--- config.mk ---
export PLATFORM = sky130hd
export DESIGN_NAME = osc_scan_cfg
export DESIGN_NICKNAME = d
export VERILOG_FILES = /design/src/osc_pkg.sv /design/src/osc_scan_cfg.sv /design/src/osc_divider.sv
export SDC_FILE = /design/constraint.sdc
export NUM_CORES = 1
export LEC_CHECK = 0
export BUFFER_PORTS_ARGS = -buffer_cell sky130_fd_sc_hd__buf_2
export CAP_MARGIN = 30
export CORE_ASPECT_RATIO = 0.6
export CORE_MARGIN = 8
export CORE_UTILIZATION = 44
export DETAILED_ROUTE_END_ITERATION = 8
export GPL_ROUTABILITY_DRIVEN = 0
export HOLD_SLACK_MARGIN = 0.02
export PLACE_DENSITY = 0.76
export SYNTH_ARGS = -nofsm -noshare
export SYNTH_HDL_FRONTEND = slang
export SYNTH_SLANG_ARGS = --single-unit
--- constraint.sdc ---
create_clock -name MCLK_I -period 2.7 [get_ports MCLK_I]
set_clock_uncertainty 0.1 [all_clocks]
set_input_delay 0.405 -clock MCLK_I [delete_from_list [all_inputs] [get_ports MCLK_I]]
set_output_delay 0.405 -clock MCLK_I [all_outputs]
set_load 0.02 [all_outputs]
--- src/osc_pkg.sv ---
/*
  Package for the scan timing command interpreter: command codes, field
  positions, reset values and cycle constants.
  Assumes nothing of its surroundings beyond a SystemVerilog compiler.
*/
package osc_pkg;

  // ****************************************************************
  // Command codes and masks
  // ****************************************************************
  localparam logic [7:0] CMD_DISP_OFF = 8'hAE;
  localparam logic [7:0] CMD_DISP_ON = 8'hAF;
  localparam logic [7:0] CMD_PAGE_BASE = 8'hB0;
  localparam logic [7:0] CMD_PAGE_MASK = 8'hF8;
  localparam logic [7:0] CMD_SCAN_BASE = 8'hC0;
  localparam logic [7:0] CMD_SCAN_MASK = 8'hF0;
  localparam logic [7:0] CMD_OFFSET = 8'hD3;
  localparam logic [7:0] CMD_CLKDIV = 8'hD5;
  localparam logic [7:0] CMD_PERIOD = 8'hD9;

  // ****************************************************************
  // Field positions
  // ****************************************************************
  localparam int SCAN_DIR_BIT = 3;
  localparam int OFFSET_W = 6;
  localparam int NIB_W = 4;

  // ****************************************************************
  // Reset values
  // ****************************************************************
  localparam logic [2:0] PAGE_RST = 3'h0;
  localparam logic [5:0] OFFSET_RST = 6'h00;
  localparam logic [3:0] DIV_RST = 4'h0;
  localparam logic [3:0] TRIM_RST = 4'h5;
  localparam logic [3:0] PRE_RST = 4'h2;
  localparam logic [3:0] DIS_RST = 4'h2;
  localparam logic [7:0] COL_RST = 8'h00;

  // ****************************************************************
  // Oscillator model: base period and trim midpoint, in system cycles
  // ****************************************************************
  localparam logic [7:0] OSC_BASE_CYC = 8'h14;
  localparam logic [7:0] OSC_TRIM_MID = 8'h05;

  // ****************************************************************
  // Interpreter states
  // ****************************************************************
  typedef enum logic [1:0] {
    ST_IDLE = 2'b00,
    ST_OFFSET = 2'b01,
    ST_CLKDIV = 2'b10,
    ST_PERIOD = 2'b11
  } osc_state_type;

  // ****************************************************************
  // Phase sequencer states
  // ****************************************************************
  typedef enum logic [1:0] {
    PH_DIS = 2'b00,
    PH_PRE = 2'b01,
    PH_DRIVE = 2'b10
  } osc_phase_type;

  localparam logic [3:0] DRIVE_CLKS = 4'h8;

endpackage

--- src/osc_scan_cfg.sv ---
/*
  Command interpreter for sleep, page, scan direction, offset, clock
  divide, oscillator trim and pre-charge/discharge periods.
  Assumes command and data bytes arrive as one-cycle strobes on MCLK_I.
*/
// Notes on behaviour
// - Display-off command enters sleep.
// - Asleep: oscillator and charge pump stop until display on, whose first display clock ends sleep.
// - Asleep: panel drivers released to high impedance.
// - Sleep keeps display memory and all settings unchanged.
// - Memory writes still accepted while asleep.
// - Bytes B0-B7 load page address 0 to 7.
// - Page address affects host access only, not the panel.
// - Bit 3 of C0-CF selects scan direction; normal at reset.
// - Scan direction change takes effect immediately.
// - Two-byte commands: mode byte then next command byte as parameter.
// - D3 data low six bits set start row offset, reset 0.
// - D5 low nibble plus one is divide ratio, reset 1.
// - D5 high nibble trims oscillator in 5 percent steps, reset 5.
// - Frame rate follows oscillator, ratio, clocks per row, mux.
// - D9 low nibble is pre-charge 1 to 15 clocks, reset 2.
// - D9 high nibble is discharge 1 to 15 clocks, reset 2.
// - Phases counted in whole divided display clocks.
// - Data byte writes memory then column advances by one.
`timescale 1ns/100ps
module osc_scan_cfg (
  input wire logic MCLK_I,
  input wire logic RST_I,
  input wire logic BYTE_VALID_I,
  input wire logic CMD_DATA_SELECT_I,
  input wire logic [7:0] BYTE_I,
  output logic ASLEEP_O,
  output logic OSC_RUN_O,
  output logic PUMP_RUN_O,
  output logic DRIVERS_OE_O,
  output logic DIVIDED_DISPLAY_CLOCK_TICK_O,
  output logic [2:0] PAGE_O,
  output logic [7:0] COLUMN_O,
  output logic SCAN_REVERSE_O,
  output logic [5:0] OFFSET_O,
  output logic [3:0] DIV_CODE_O,
  output logic [3:0] TRIM_CODE_O,
  output logic [3:0] PRE_CLKS_O,
  output logic [3:0] DIS_CLKS_O,
  output logic MEM_WE_O,
  output logic [2:0] MEM_PAGE_O,
  output logic [7:0] MEM_COL_O,
  output logic [7:0] MEM_DATA_O,
  output logic [1:0] PHASE_O
);

  // ****************************************************************
  // Command decode state
  // ****************************************************************
  osc_pkg::osc_state_type st_q;
  osc_pkg::osc_state_type st_d;
  logic asleep_q, asleep_d;
  logic osc_q, osc_d;
  logic [2:0] page_q, page_d;
  logic [7:0] col_q, col_d;
  logic scan_q, scan_d;
  logic [5:0] offs_q, offs_d;
  logic [3:0] div_q, div_d;
  logic [3:0] trim_q, trim_d;
  logic [3:0] pre_q, pre_d;
  logic [3:0] dis_q, dis_d;
  logic we_q, we_d;
  logic [2:0] wpage_q, wpage_d;
  logic [7:0] wcol_q, wcol_d;
  logic [7:0] wdata_q, wdata_d;
  logic cmd_v;
  logic data_v;
  logic divided_display_clock_tick;

  assign cmd_v = BYTE_VALID_I && !CMD_DATA_SELECT_I;
  assign data_v = BYTE_VALID_I && CMD_DATA_SELECT_I;

  // Decodes command bytes and parameters; settings never change on sleep.
  always_comb begin
    st_d = st_q;
    asleep_d = asleep_q;
    osc_d = osc_q;
    page_d = page_q;
    col_d = col_q;
    scan_d = scan_q;
    offs_d = offs_q;
    div_d = div_q;
    trim_d = trim_q;
    pre_d = pre_q;
    dis_d = dis_q;
    we_d = 1'b0;
    wpage_d = wpage_q;
    wcol_d = wcol_q;
    wdata_d = wdata_q;
    // Wake completes once the divided display clock delivers its first tick; a display-off
    // byte taken in the same cycle is decoded below and so still wins.
    if (asleep_q && osc_q && divided_display_clock_tick) begin
      asleep_d = 1'b0;
    end
    if (data_v) begin
      // Memory write works regardless of sleep.
      we_d = 1'b1;
      wpage_d = page_q;
      wcol_d = col_q;
      wdata_d = BYTE_I;
      col_d = col_q + 8'h01;
    end else if (cmd_v) begin
      case (st_q)
        osc_pkg::ST_OFFSET: begin
          offs_d = BYTE_I[osc_pkg::OFFSET_W-1:0];
          st_d = osc_pkg::ST_IDLE;
        end
        osc_pkg::ST_CLKDIV: begin
          div_d = BYTE_I[osc_pkg::NIB_W-1:0];
          trim_d = BYTE_I[7:osc_pkg::NIB_W];
          st_d = osc_pkg::ST_IDLE;
        end
        osc_pkg::ST_PERIOD: begin
          pre_d = BYTE_I[osc_pkg::NIB_W-1:0];
          dis_d = BYTE_I[7:osc_pkg::NIB_W];
          st_d = osc_pkg::ST_IDLE;
        end
        osc_pkg::ST_IDLE: begin
          if (BYTE_I == osc_pkg::CMD_DISP_OFF) begin
            asleep_d = 1'b1;
            osc_d = 1'b0;
          end else if (BYTE_I == osc_pkg::CMD_DISP_ON) begin
            osc_d = 1'b1;
          end else if ((BYTE_I & osc_pkg::CMD_PAGE_MASK) == osc_pkg::CMD_PAGE_BASE) begin
            page_d = BYTE_I[2:0];
          end else if ((BYTE_I & osc_pkg::CMD_SCAN_MASK) == osc_pkg::CMD_SCAN_BASE) begin
            scan_d = BYTE_I[osc_pkg::SCAN_DIR_BIT];
          end else if (BYTE_I == osc_pkg::CMD_OFFSET) begin
            st_d = osc_pkg::ST_OFFSET;
          end else if (BYTE_I == osc_pkg::CMD_CLKDIV) begin
            st_d = osc_pkg::ST_CLKDIV;
          end else if (BYTE_I == osc_pkg::CMD_PERIOD) begin
            st_d = osc_pkg::ST_PERIOD;
          end
        end
        default: begin
          st_d = osc_pkg::ST_IDLE;
        end
      endcase
    end
  end

  // Registers the decode state.
  always_ff @(posedge MCLK_I) begin
    if (RST_I) begin
      st_q <= osc_pkg::ST_IDLE;
      asleep_q <= 1'b1;
      osc_q <= 1'b0;
      page_q <= osc_pkg::PAGE_RST;
      col_q <= osc_pkg::COL_RST;
      scan_q <= 1'b0;
      offs_q <= osc_pkg::OFFSET_RST;
      div_q <= osc_pkg::DIV_RST;
      trim_q <= osc_pkg::TRIM_RST;
      pre_q <= osc_pkg::PRE_RST;
      dis_q <= osc_pkg::DIS_RST;
      we_q <= 1'b0;
      wpage_q <= 3'h0;
      wcol_q <= 8'h00;
      wdata_q <= 8'h00;
    end else begin
      st_q <= st_d;
      asleep_q <= asleep_d;
      osc_q <= osc_d;
      page_q <= page_d;
      col_q <= col_d;
      scan_q <= scan_d;
      offs_q <= offs_d;
      div_q <= div_d;
      trim_q <= trim_d;
      pre_q <= pre_d;
      dis_q <= dis_d;
      we_q <= we_d;
      wpage_q <= wpage_d;
      wcol_q <= wcol_d;
      wdata_q <= wdata_d;
    end
  end

  // ****************************************************************
  // Oscillator and display clock
  // ****************************************************************
  logic osc_tick;
  logic [7:0] osc_period;

  // A higher trim code shortens the modelled oscillator period.
  assign osc_period = osc_pkg::OSC_BASE_CYC + osc_pkg::OSC_TRIM_MID - {4'h0, trim_q};

  // Oscillator stops from display off until display on.
  osc_divider u_osc (
    .clk_i(MCLK_I),
    .rst_i(RST_I),
    .run_i(osc_q),
    .en_i(1'b1),
    .ratio_i(osc_period),
    .tick_o(osc_tick)
  );

  // Display clock divides the oscillator by the code plus one.
  osc_divider u_divided_display_clock (
    .clk_i(MCLK_I),
    .rst_i(RST_I),
    .run_i(osc_q),
    .en_i(osc_tick),
    .ratio_i({4'h0, div_q} + 8'h01),
    .tick_o(divided_display_clock_tick)
  );

  // ****************************************************************
  // Row phase sequencer: discharge, pre-charge, drive
  // ****************************************************************
  osc_pkg::osc_phase_type ph_q;
  osc_pkg::osc_phase_type ph_d;
  logic [3:0] pcnt_q, pcnt_d;

  // Each phase lasts a whole number of display clocks; the row rate
  // and so frame rate follow from oscillator, ratio and phase lengths.
  always_comb begin
    ph_d = ph_q;
    pcnt_d = pcnt_q;
    if (asleep_q) begin
      ph_d = osc_pkg::PH_DIS;
      pcnt_d = 4'h0;
    end else if (divided_display_clock_tick) begin
      pcnt_d = pcnt_q + 4'h1;
      case (ph_q)
        osc_pkg::PH_DIS: begin
          if (pcnt_q + 4'h1 >= dis_q) begin
            ph_d = osc_pkg::PH_PRE;
            pcnt_d = 4'h0;
          end
        end
        osc_pkg::PH_PRE: begin
          if (pcnt_q + 4'h1 >= pre_q) begin
            ph_d = osc_pkg::PH_DRIVE;
            pcnt_d = 4'h0;
          end
        end
        osc_pkg::PH_DRIVE: begin
          if (pcnt_q + 4'h1 >= osc_pkg::DRIVE_CLKS) begin
            ph_d = osc_pkg::PH_DIS;
            pcnt_d = 4'h0;
          end
        end
        default: begin
          ph_d = osc_pkg::PH_DIS;
          pcnt_d = 4'h0;
        end
      endcase
    end
  end

  // Registers the phase state.
  always_ff @(posedge MCLK_I) begin
    if (RST_I) begin
      ph_q <= osc_pkg::PH_DIS;
      pcnt_q <= 4'h0;
    end else begin
      ph_q <= ph_d;
      pcnt_q <= pcnt_d;
    end
  end

  // ****************************************************************
  // Outputs
  // ****************************************************************
  // Page and column feed only the host access path.
  assign ASLEEP_O = asleep_q;
  assign OSC_RUN_O = osc_q;
  assign PUMP_RUN_O = osc_q;
  assign DRIVERS_OE_O = !asleep_q;
  assign DIVIDED_DISPLAY_CLOCK_TICK_O = divided_display_clock_tick;
  assign PAGE_O = page_q;
  assign COLUMN_O = col_q;
  assign SCAN_REVERSE_O = scan_q;
  assign OFFSET_O = offs_q;
  assign DIV_CODE_O = div_q;
  assign TRIM_CODE_O = trim_q;
  assign PRE_CLKS_O = pre_q;
  assign DIS_CLKS_O = dis_q;
  assign MEM_WE_O = we_q;
  assign MEM_PAGE_O = wpage_q;
  assign MEM_COL_O = wcol_q;
  assign MEM_DATA_O = wdata_q;
  assign PHASE_O = ph_q;

  // ****************************************************************
  // Assertions
  // ****************************************************************
  a_sleep_entry: assert property (@(posedge MCLK_I) disable iff (RST_I)
    cmd_v && st_q == osc_pkg::ST_IDLE && BYTE_I == osc_pkg::CMD_DISP_OFF
    |=> ASLEEP_O && !OSC_RUN_O) else $error("display off did not sleep");
  a_no_divided_display_clock_sleep: assert property (@(posedge MCLK_I) disable iff (RST_I)
    !osc_q ##1 !osc_q |-> !divided_display_clock_tick) else $error("display clock while stopped");
  a_hiz_sleep: assert property (@(posedge MCLK_I) disable iff (RST_I)
    !OSC_RUN_O |-> !DRIVERS_OE_O) else $error("drivers enabled without clocks");
  a_settings_held: assert property (@(posedge MCLK_I) disable iff (RST_I)
    !cmd_v |=> $stable(offs_q) && $stable(div_q) && $stable(pre_q) && $stable(trim_q)
    && $stable(dis_q) && $stable(scan_q))
    else $error("setting changed without command");
  a_mem_write: assert property (@(posedge MCLK_I) disable iff (RST_I)
    data_v |=> MEM_WE_O && MEM_DATA_O == $past(BYTE_I) && COLUMN_O == $past(col_q) + 8'h01)
    else $error("memory write lost");
  a_page_load: assert property (@(posedge MCLK_I) disable iff (RST_I)
    cmd_v && st_q == osc_pkg::ST_IDLE && BYTE_I[7:3] == 5'h16
    |=> PAGE_O == $past(BYTE_I[2:0])) else $error("page not loaded");
  a_scan_dir: assert property (@(posedge MCLK_I) disable iff (RST_I)
    cmd_v && st_q == osc_pkg::ST_IDLE && BYTE_I[7:4] == 4'hC
    |=> SCAN_REVERSE_O == $past(BYTE_I[3])) else $error("scan direction not applied");
  a_offset_param: assert property (@(posedge MCLK_I) disable iff (RST_I)
    cmd_v && st_q == osc_pkg::ST_OFFSET
    |=> OFFSET_O == $past(BYTE_I[5:0]) && st_q == osc_pkg::ST_IDLE)
    else $error("offset parameter not taken");
  a_phase_hold: assert property (@(posedge MCLK_I) disable iff (RST_I)
    !ASLEEP_O && !divided_display_clock_tick |=> $stable(ph_q) && $stable(pcnt_q))
    else $error("phase moved without display clock");
  a_wake_order: assert property (@(posedge MCLK_I) disable iff (RST_I)
    $fell(ASLEEP_O) |-> OSC_RUN_O && $past(divided_display_clock_tick)) else $error("drive before clock");

endmodule // osc_scan_cfg

--- src/osc_divider.sv ---
/*
  Divider producing one-cycle enable pulses at a programmable ratio.
  Assumes the enable input is itself a one-cycle pulse train or level.
*/
`timescale 1ns/100ps
module osc_divider (
  input wire logic clk_i,
  input wire logic rst_i,
  input wire logic run_i,
  input wire logic en_i,
  input wire logic [7:0] ratio_i,
  output logic tick_o
);
  logic [7:0] cnt_q;
  logic [7:0] cnt_d;
  logic tick_d;
  logic tick_q;

  // Counts enabled input cycles and pulses when the ratio is reached.
  always_comb begin
    cnt_d = cnt_q;
    tick_d = 1'b0;
    if (!run_i) begin
      cnt_d = 8'h00;
    end else if (en_i) begin
      if (cnt_q >= ratio_i - 8'h01) begin
        cnt_d = 8'h00;
        tick_d = 1'b1;
      end else begin
        cnt_d = cnt_q + 8'h01;
      end
    end
  end

  // Registers the count and pulse.
  always_ff @(posedge clk_i) begin
    if (rst_i) begin
      cnt_q <= 8'h00;
      tick_q <= 1'b0;
    end else begin
      cnt_q <= cnt_d;
      tick_q <= tick_d;
    end
  end

  assign tick_o = tick_q;

endmodule // osc_divider

==> results.md, run 1 <==
- Status: complete, no violations
- Setup WS post-layout: 66.04 ps
- P_sw: 0.0005308 W
- Worst Max-Slew Pin Slew: 694.2 ps
- Worst R2R Setup Slack: 70 ps
- Rows: 26
- Type of destination of the critical path: flop
- WL final: 9509 um
- Crit path kind: flop to flop
- Net Sw Frac: 0.2070
- Grt total ovfl: 0
- Clk network pwr share: 0.483
- # IOs: 73
- Req. time, crit path: 2810 ps
- DR iter-0 viols: 173
- Vias per cell: 5.166
- CP Data Arrival Time: 2740 ps
- Final Hold Viols: 0
- Max clock buf depth: 2
- Max-cap viol count: 0
- Die area: 12000 sq um
- Die width: 136.2 um
- Initial antenna violation count: 0
- Sequential area share after synthesis: 0.4306
- Clk root buf: clkbuf_16
- Cell-internal power: 0.002033 W
- Final #Nets: 556
- Fin crit period: 2634 ps
- Achievable frequency: 0.3797 GHz
- GRT Resource Usage Total: 0.1621
- Drt wl/cell: 15.02 um
- Fill cell count: 773
- Distinct cell type count after synthesis: 47
- Setup crit start kind: flop
- Worst hold path type: primary input to flop
- CTS Buf Count: 9
- Port bufs: 72
- Hpwl dp: 6998 um
- Avg Cell Area, Syn: 8.416 sq um
- Yosys top cell area share: 0.4306
- Die height: 88.10 um
- Pleak: 1.986 nW
- H-tree depth: 3
- Placed Cells incl. Taps: 618
- Reg power frac: 0.478
- Relative slew slack: 0.5361
- P per Cell Area: 560.3 nW/um^2
- Peak supply drop: 0.3867 mV
- Largest net degree at the start of global routing: 60
- DR DRC count: 0
- Finished Layout Cells: 633
- Skew-Pair Late Insertion Delay: 330 ps
- Top cells by area, synth: dfxtp_1 43%, ha_1 8.9%, nand2_1 8.6%, a21oi_1 5.0%, nor2_1 4.1%
- Via count: 3270
- Vias in the first global route: 3153
- Area leader, netlist: dfxtp_1
- Synthesized area: 3812 sq um
- Post-synth EDFFs: 0
- Placeable Area: 8458 sq um
- Most common cell in the netlist: nand2_1
- Clock slew at reported path FFs: 60 ps
- Asr flop ratio synth: 0
- Syn_nets: 492
- Synth Flop Type: dfxtp_1
- Syn Inst Count: 453
- Combinational Power Share: 0.039
- CTS tree: done
- #FFs+latches synth: 82
- Setup violations, final: 0
- Slew Viols, Final: 0
- Remaining antenna violation count: 0
- Num Clock Sinks: 82
- Starting density of the core: 0.4507
- Max FO, Critical Path: 8
- Synth top cells by count: 87 x nand2_1, 82 x dfxtp_1, 42 x nor2_1
- Area added between synthesis and finish: 20.02%
- Ys Warns: 0
- First-pass GRT wire length: 15580 um
- # diodes: 0
- Post-CTS setup buffer count: 0
- Layout cells sized above 1: 0.1862
- DRT Pass-1 Iters: 4
- DP Worst Slack: -196.6 ps
- Final Cycle Share: 0.9755
cells in the final DEF (no fill, tap or decap), types with 4 or more instances in the layout:
cell	n
xnor2_1	7
and3_1	4
o21ai_0	11
a21oi_1	37
nand4b_1	4
a21o_1	6
ha_1	27
inv_1	18
mux2i_1	11
xor2_1	16
dfxtp_1	82
buf_2	72
nand3b_1	5
nand2b_1	5
nor2_1	42
a211oi_1	5
nand2_1	87
nand3_1	14
nand4_1	6
nor3_1	4
nor2b_1	4
clkbuf_16	9
and2_1	4
path summary, 6_finish.rpt:
path / from / endpoint / cells after the start
worst max-delay path: TRIM_CODE_O[2]$_SDFFE_PP1P_ / u_osc.cnt_q[6]$_SDFF_PP0_ / 10
worst min register to register: MEM_COL_O[0]$_SDFFE_PP0P_ / MEM_COL_O[0]$_SDFFE_PP0P_ / 2
worst min-delay path: BYTE_I[7] / MEM_DATA_O[7]$_SDFFE_PP0P_ / 3
worst max register to register: TRIM_CODE_O[2]$_SDFFE_PP1P_ / u_osc.cnt_q[6]$_SDFF_PP0_ / 10
cell families (layout without fill, tap and decap cells):
| family | after synthesis | in the layout | synth area share |
|---|---|---|---|
| fa+ha+maj | 27 | 27 | 0.08861 |
| simple gates | 194 | 194 | 0.2396 |
| flops | 82 | 82 | 0.4306 |
| compound gates | 75 | 75 | 0.1155 |
| buf+inv | 40 | 108 | 0.04102 |
| mux | 12 | 12 | 0.03184 |
| xor+xnor | 23 | 23 | 0.05284 |
routing by layer:
| layer | up-vias | global-route usage | share of wire |
|---|---|---|---|
| li1 | 1661 | - | - |
| met1 | 1520 | 0.2159 | 0.48 |
| met2 | 81 | 0.2476 | 0.45 |
| met3 | 8 | 0.05155 | 0.061 |
| met4 | 0 | 0.04262 | 0.0084 |
| met5 | - | 0 | 0 |
worst max-delay path, cell delays in order, from the launching register on:
cell and delay [ps]:
dfxtp_1 370, inv_1 80, ha_1 320, nor2b_2 210
nor2_1 80, a211oi_1 310, a21o_1 130, ha_1 150
nand4_1 170, o311ai_4 480, nor2_1 100
flip-flops by register name, indices dropped and copies added, names as in the netlist, 2 cells and up:
| register | flops |
|---|---|
| PRE_CLKS_O | 4 |
| MEM_PAGE_O | 3 |
| TRIM_CODE_O | 4 |
| MEM_COL_O | 8 |
| COLUMN_O | 8 |
| u_osc.cnt_q | 8 |
| PHASE_O | 2 |
| DIV_CODE_O | 4 |
| st_q | 2 |
| DIS_CLKS_O | 4 |
| u_divided_display_clock.cnt_q | 8 |
| OFFSET_O | 6 |
| pcnt_q | 4 |
| MEM_DATA_O | 8 |
| PAGE_O | 3 |
through the flow:
| stage | hold WS, ps | TNS (ps) | cell area (sq um) | utilization | total power, W |
|---|---|---|---|---|---|
| 2_1_floorplan | 348.5 | 0 | 3812 | - | 0.001314 |
| 3_3_place_gp | 338.9 | -0.9561 | 4247 | 0.5021 | 0.001349 |
| 3_5_place_dp | 343.5 | -1434 | 4247 | 0.5021 | 0.001351 |
| 4_1_cts | 268.1 | 0 | 4559 | 0.5391 | 0.002587 |
| 5_1_grt | 297.6 | -312.5 | 4576 | 0.5410 | 0.002648 |
| 6_report | 273.0 | 0 | 4576 | 0.5410 | 0.002564 |
what timing repair did:
action | CTS | global route
hold buffers | 0 | 0
gates cloned | 0 | 0
pin swaps | 0 | 0
gates resized for setup | 1 | 4
hold endpoints to repair | 0 | 0
setup endpoints to repair | 8 | 10
power by group through the flow:
| stage | clock (W) | combinational (W) | sequential, W |
|---|---|---|---|
| floorplan | 0 | 0.0000510 | 0.00126 |
| finish | 0.00124 | 0.0000989 | 0.00123 |
| detailed placement | 0 | 0.0000986 | 0.00125 |
| global placement | 0 | 0.0000974 | 0.00125 |
| CTS | 0.00126 | 0.0000988 | 0.00123 |
| global route | 0.00131 | 0.000109 | 0.00123 |
layout make-up:
cell class | instances | area (sq um) | area share
inverter | 18 | 67.56 | 0.01477
multi-input combinational | 331 | 2038 | 0.4454
sequential | 82 | 1642 | 0.3588
timing repair buffer | 75 | 382.9 | 0.08368
clock inverter | 2 | 35.03 | 0.007657
tap | 112 | 140.1 | 0.03063
clock buffer | 13 | 270.3 | 0.05906
Note: power is estimated with default switching activity, not from simulation.
==> run 2: changes to the inputs <==
--- a/config.mk
+++ b/config.mk
@@ -13,7 +13,7 @@
 export DETAILED_ROUTE_END_ITERATION = 8
 export GPL_ROUTABILITY_DRIVEN = 0
 export HOLD_SLACK_MARGIN = 0.02
-export PLACE_DENSITY = 0.76
+export PLACE_DENSITY = 0.62
 export SYNTH_ARGS = -nofsm -noshare
 export SYNTH_HDL_FRONTEND = slang
 export SYNTH_SLANG_ARGS = --single-unit
==> results.md, run 2 (synthesized netlist as in run 1, its figures left out) <==
- Largest net degree at the start of global routing: 42 (-30%)
- Commonest cells after routing, fill and taps aside: 87 x nand2_1, 82 x dfxtp_1, 72 x buf_2
- DP Worst Slack: -234.2 ps (-37.54 ps)
- Die width: 136.2 um (unchanged)
- Vias in the first global route: 3137 (-0.51%)
- Achievable frequency: 0.3981 GHz (+4.9%)
- Max clock buf depth: 2 (unchanged)
- Worst R2R Setup Slack: 190 ps (+120 ps)
- Worst hold path type: primary input to flop
- # diodes: 0 (unchanged)
- Post-layout util: 0.5399 (-0.001035)
- # IOs: 73 (unchanged)
- Die height: 88.10 um (unchanged)
- Final Hold Viols: 0 (unchanged)
- Slew Viols, Final: 0 (unchanged)
- DR DRC count: 0 (unchanged)
- H-tree depth: 3 (unchanged)
- Placeable Area: 8458 sq um (unchanged)
- CP Data Arrival Time: 2680 ps (-60 ps)
- Remaining antenna violation count: 0 (unchanged)
- GRT Resource Usage Total: 0.1636 (+0.001502)
- Peak supply drop: 0.3257 mV (-16%)
- Skew-Pair Late Insertion Delay: 330 ps (about the same)
- Rows: 26 (unchanged)
- DRT Pass-1 Iters: 5 (+1)
- Port bufs: 72 (unchanged)
- First-pass GRT wire length: 15350 um (-1.5%)
- Max-cap viol count: 0 (unchanged)
- Vias per cell: 5.191 (+0.48%)
- Hold_ws: 281.3 ps (+8.273 ps)
- Req. time, crit path: 2870 ps (+60 ps)
- Via count: 3291 (+0.64%)
- P per Cell Area: 554.0 nW/um^2 (-1.1%)
- Die area: 12000 sq um (unchanged)
- Finished Layout Cells: 634 (+0.16%)
- DR iter-0 viols: 182 (+5.2%)
- Setup crit start kind: flop
- Worst Max-Slew Pin Slew: 776.0 ps (+81.84 ps)
- Final #Nets: 556 (unchanged)
- Setup TNS: 0 ps (unchanged)
- Relative slew slack: 0.4814 (-0.05469)
- Type of destination of the critical path: flop
- Clock slew at reported path FFs: 60 ps (about the same)
- Setup violations, final: 0 (unchanged)
- Hpwl dp: 7003 um (about the same)
- Crit path kind: flop to flop
- Setup WS post-layout: 188.2 ps (+122.2 ps)
- Area added between synthesis and finish: 19.79%
- Num Clock Sinks: 82 (unchanged)
- Pleak: 1.973 nW (-0.65%)
- CTS tree: done
- Post-CTS setup buffer count: 0 (unchanged)
- Starting density of the core: 0.4507 (unchanged)
- Max FO, Critical Path: 8 (unchanged)
- Most common cell after layout, fill and taps aside: nand2_1
- CTS Buf Count: 9 (unchanged)
- Initial antenna violation count: 0 (unchanged)
- Grt total ovfl: 0 (unchanged)
- WL final: 9511 um (about the same)
- Layout cells sized above 1: 0.1877 (+0.001559)
- Clk root buf: clkbuf_16
- Placed Cells incl. Taps: 618 (unchanged)
- Status: complete, no violations
- Final Cycle Share: 0.9303 (-0.04524)
- Fin crit period: 2512 ps (-122.2 ps)
- Drt wl/cell: 15.00 um (-0.14%)
## run 2: worst max-delay path, stage by stage (launching register included)
cell	delay (ps)
dfxtp_1	370
inv_1	80
ha_1	320
nor2b_2	210
a211oi_1	110
a21o_1	170
ha_1	190
a21o_1	150
a21o_1	180
a21oi_2	210
o311ai_4	190
nor2_1	170
## run 2: what timing repair did
item                                    4_1_cts  5_1_grt
hold buffers                                  0        0
cloned                                        0        0
endpoints found under the setup margin        8        8
pin swaps                                     0        1
resized for setup                             1        3
## run 2: metrics by stage
step / instance area (sq um) / power (W)
floorplan: 3812 / 0.001314
global placement: 4247 / 0.001352
detailed placement: 4247 / 0.001353
CTS: 4551 / 0.002566
global route: 4567 / 0.002625
finish: 4567 / 0.002530
## run 2: worst paths after layout
| kind | from | endpoint | cells after the start |
|---|---|---|---|
| hold / removal | BYTE_I[6] | MEM_DATA_O[6]$_SDFFE_PP0P_ | 3 |
| setup / recovery | TRIM_CODE_O[2]$_SDFFE_PP1P_ | u_osc.cnt_q[4]$_SDFF_PP0_ | 11 |
| hold reg to reg | MEM_COL_O[3]$_SDFFE_PP0P_ | MEM_COL_O[3]$_SDFFE_PP0P_ | 2 |
| setup reg to reg | TRIM_CODE_O[2]$_SDFFE_PP1P_ | u_osc.cnt_q[4]$_SDFF_PP0_ | 11 |
## run 2: per-layer routing
layer,up-vias,GRT usage,part of all wire
li1,1658,-,-
met1,1542,0.2042,0.49
met2,80,0.2480,0.43
met3,11,0.06873,0.071
met4,0,0.05847,0.011
met5,-,0,0
## run 2: where the power goes
group          internal (W)  switching, W
Combinational     0.0000286     0.0000723
Clock              0.000717      0.000487
Sequential          0.00122    0.00000656
## run 2: layout make-up
| type | instances | area (sq um) |
|---|---|---|
| well taps | 112 | 140.1 |
| inverters | 18 | 67.56 |
| repair buffers | 75 | 382.9 |
| multi-input cells | 331 | 2038 |
| fillers | 819 | 3891 |
| flip-flops and latches | 82 | 1642 |
| clock buffers | 10 | 229.0 |
| clock inverters | 6 | 67.56 |
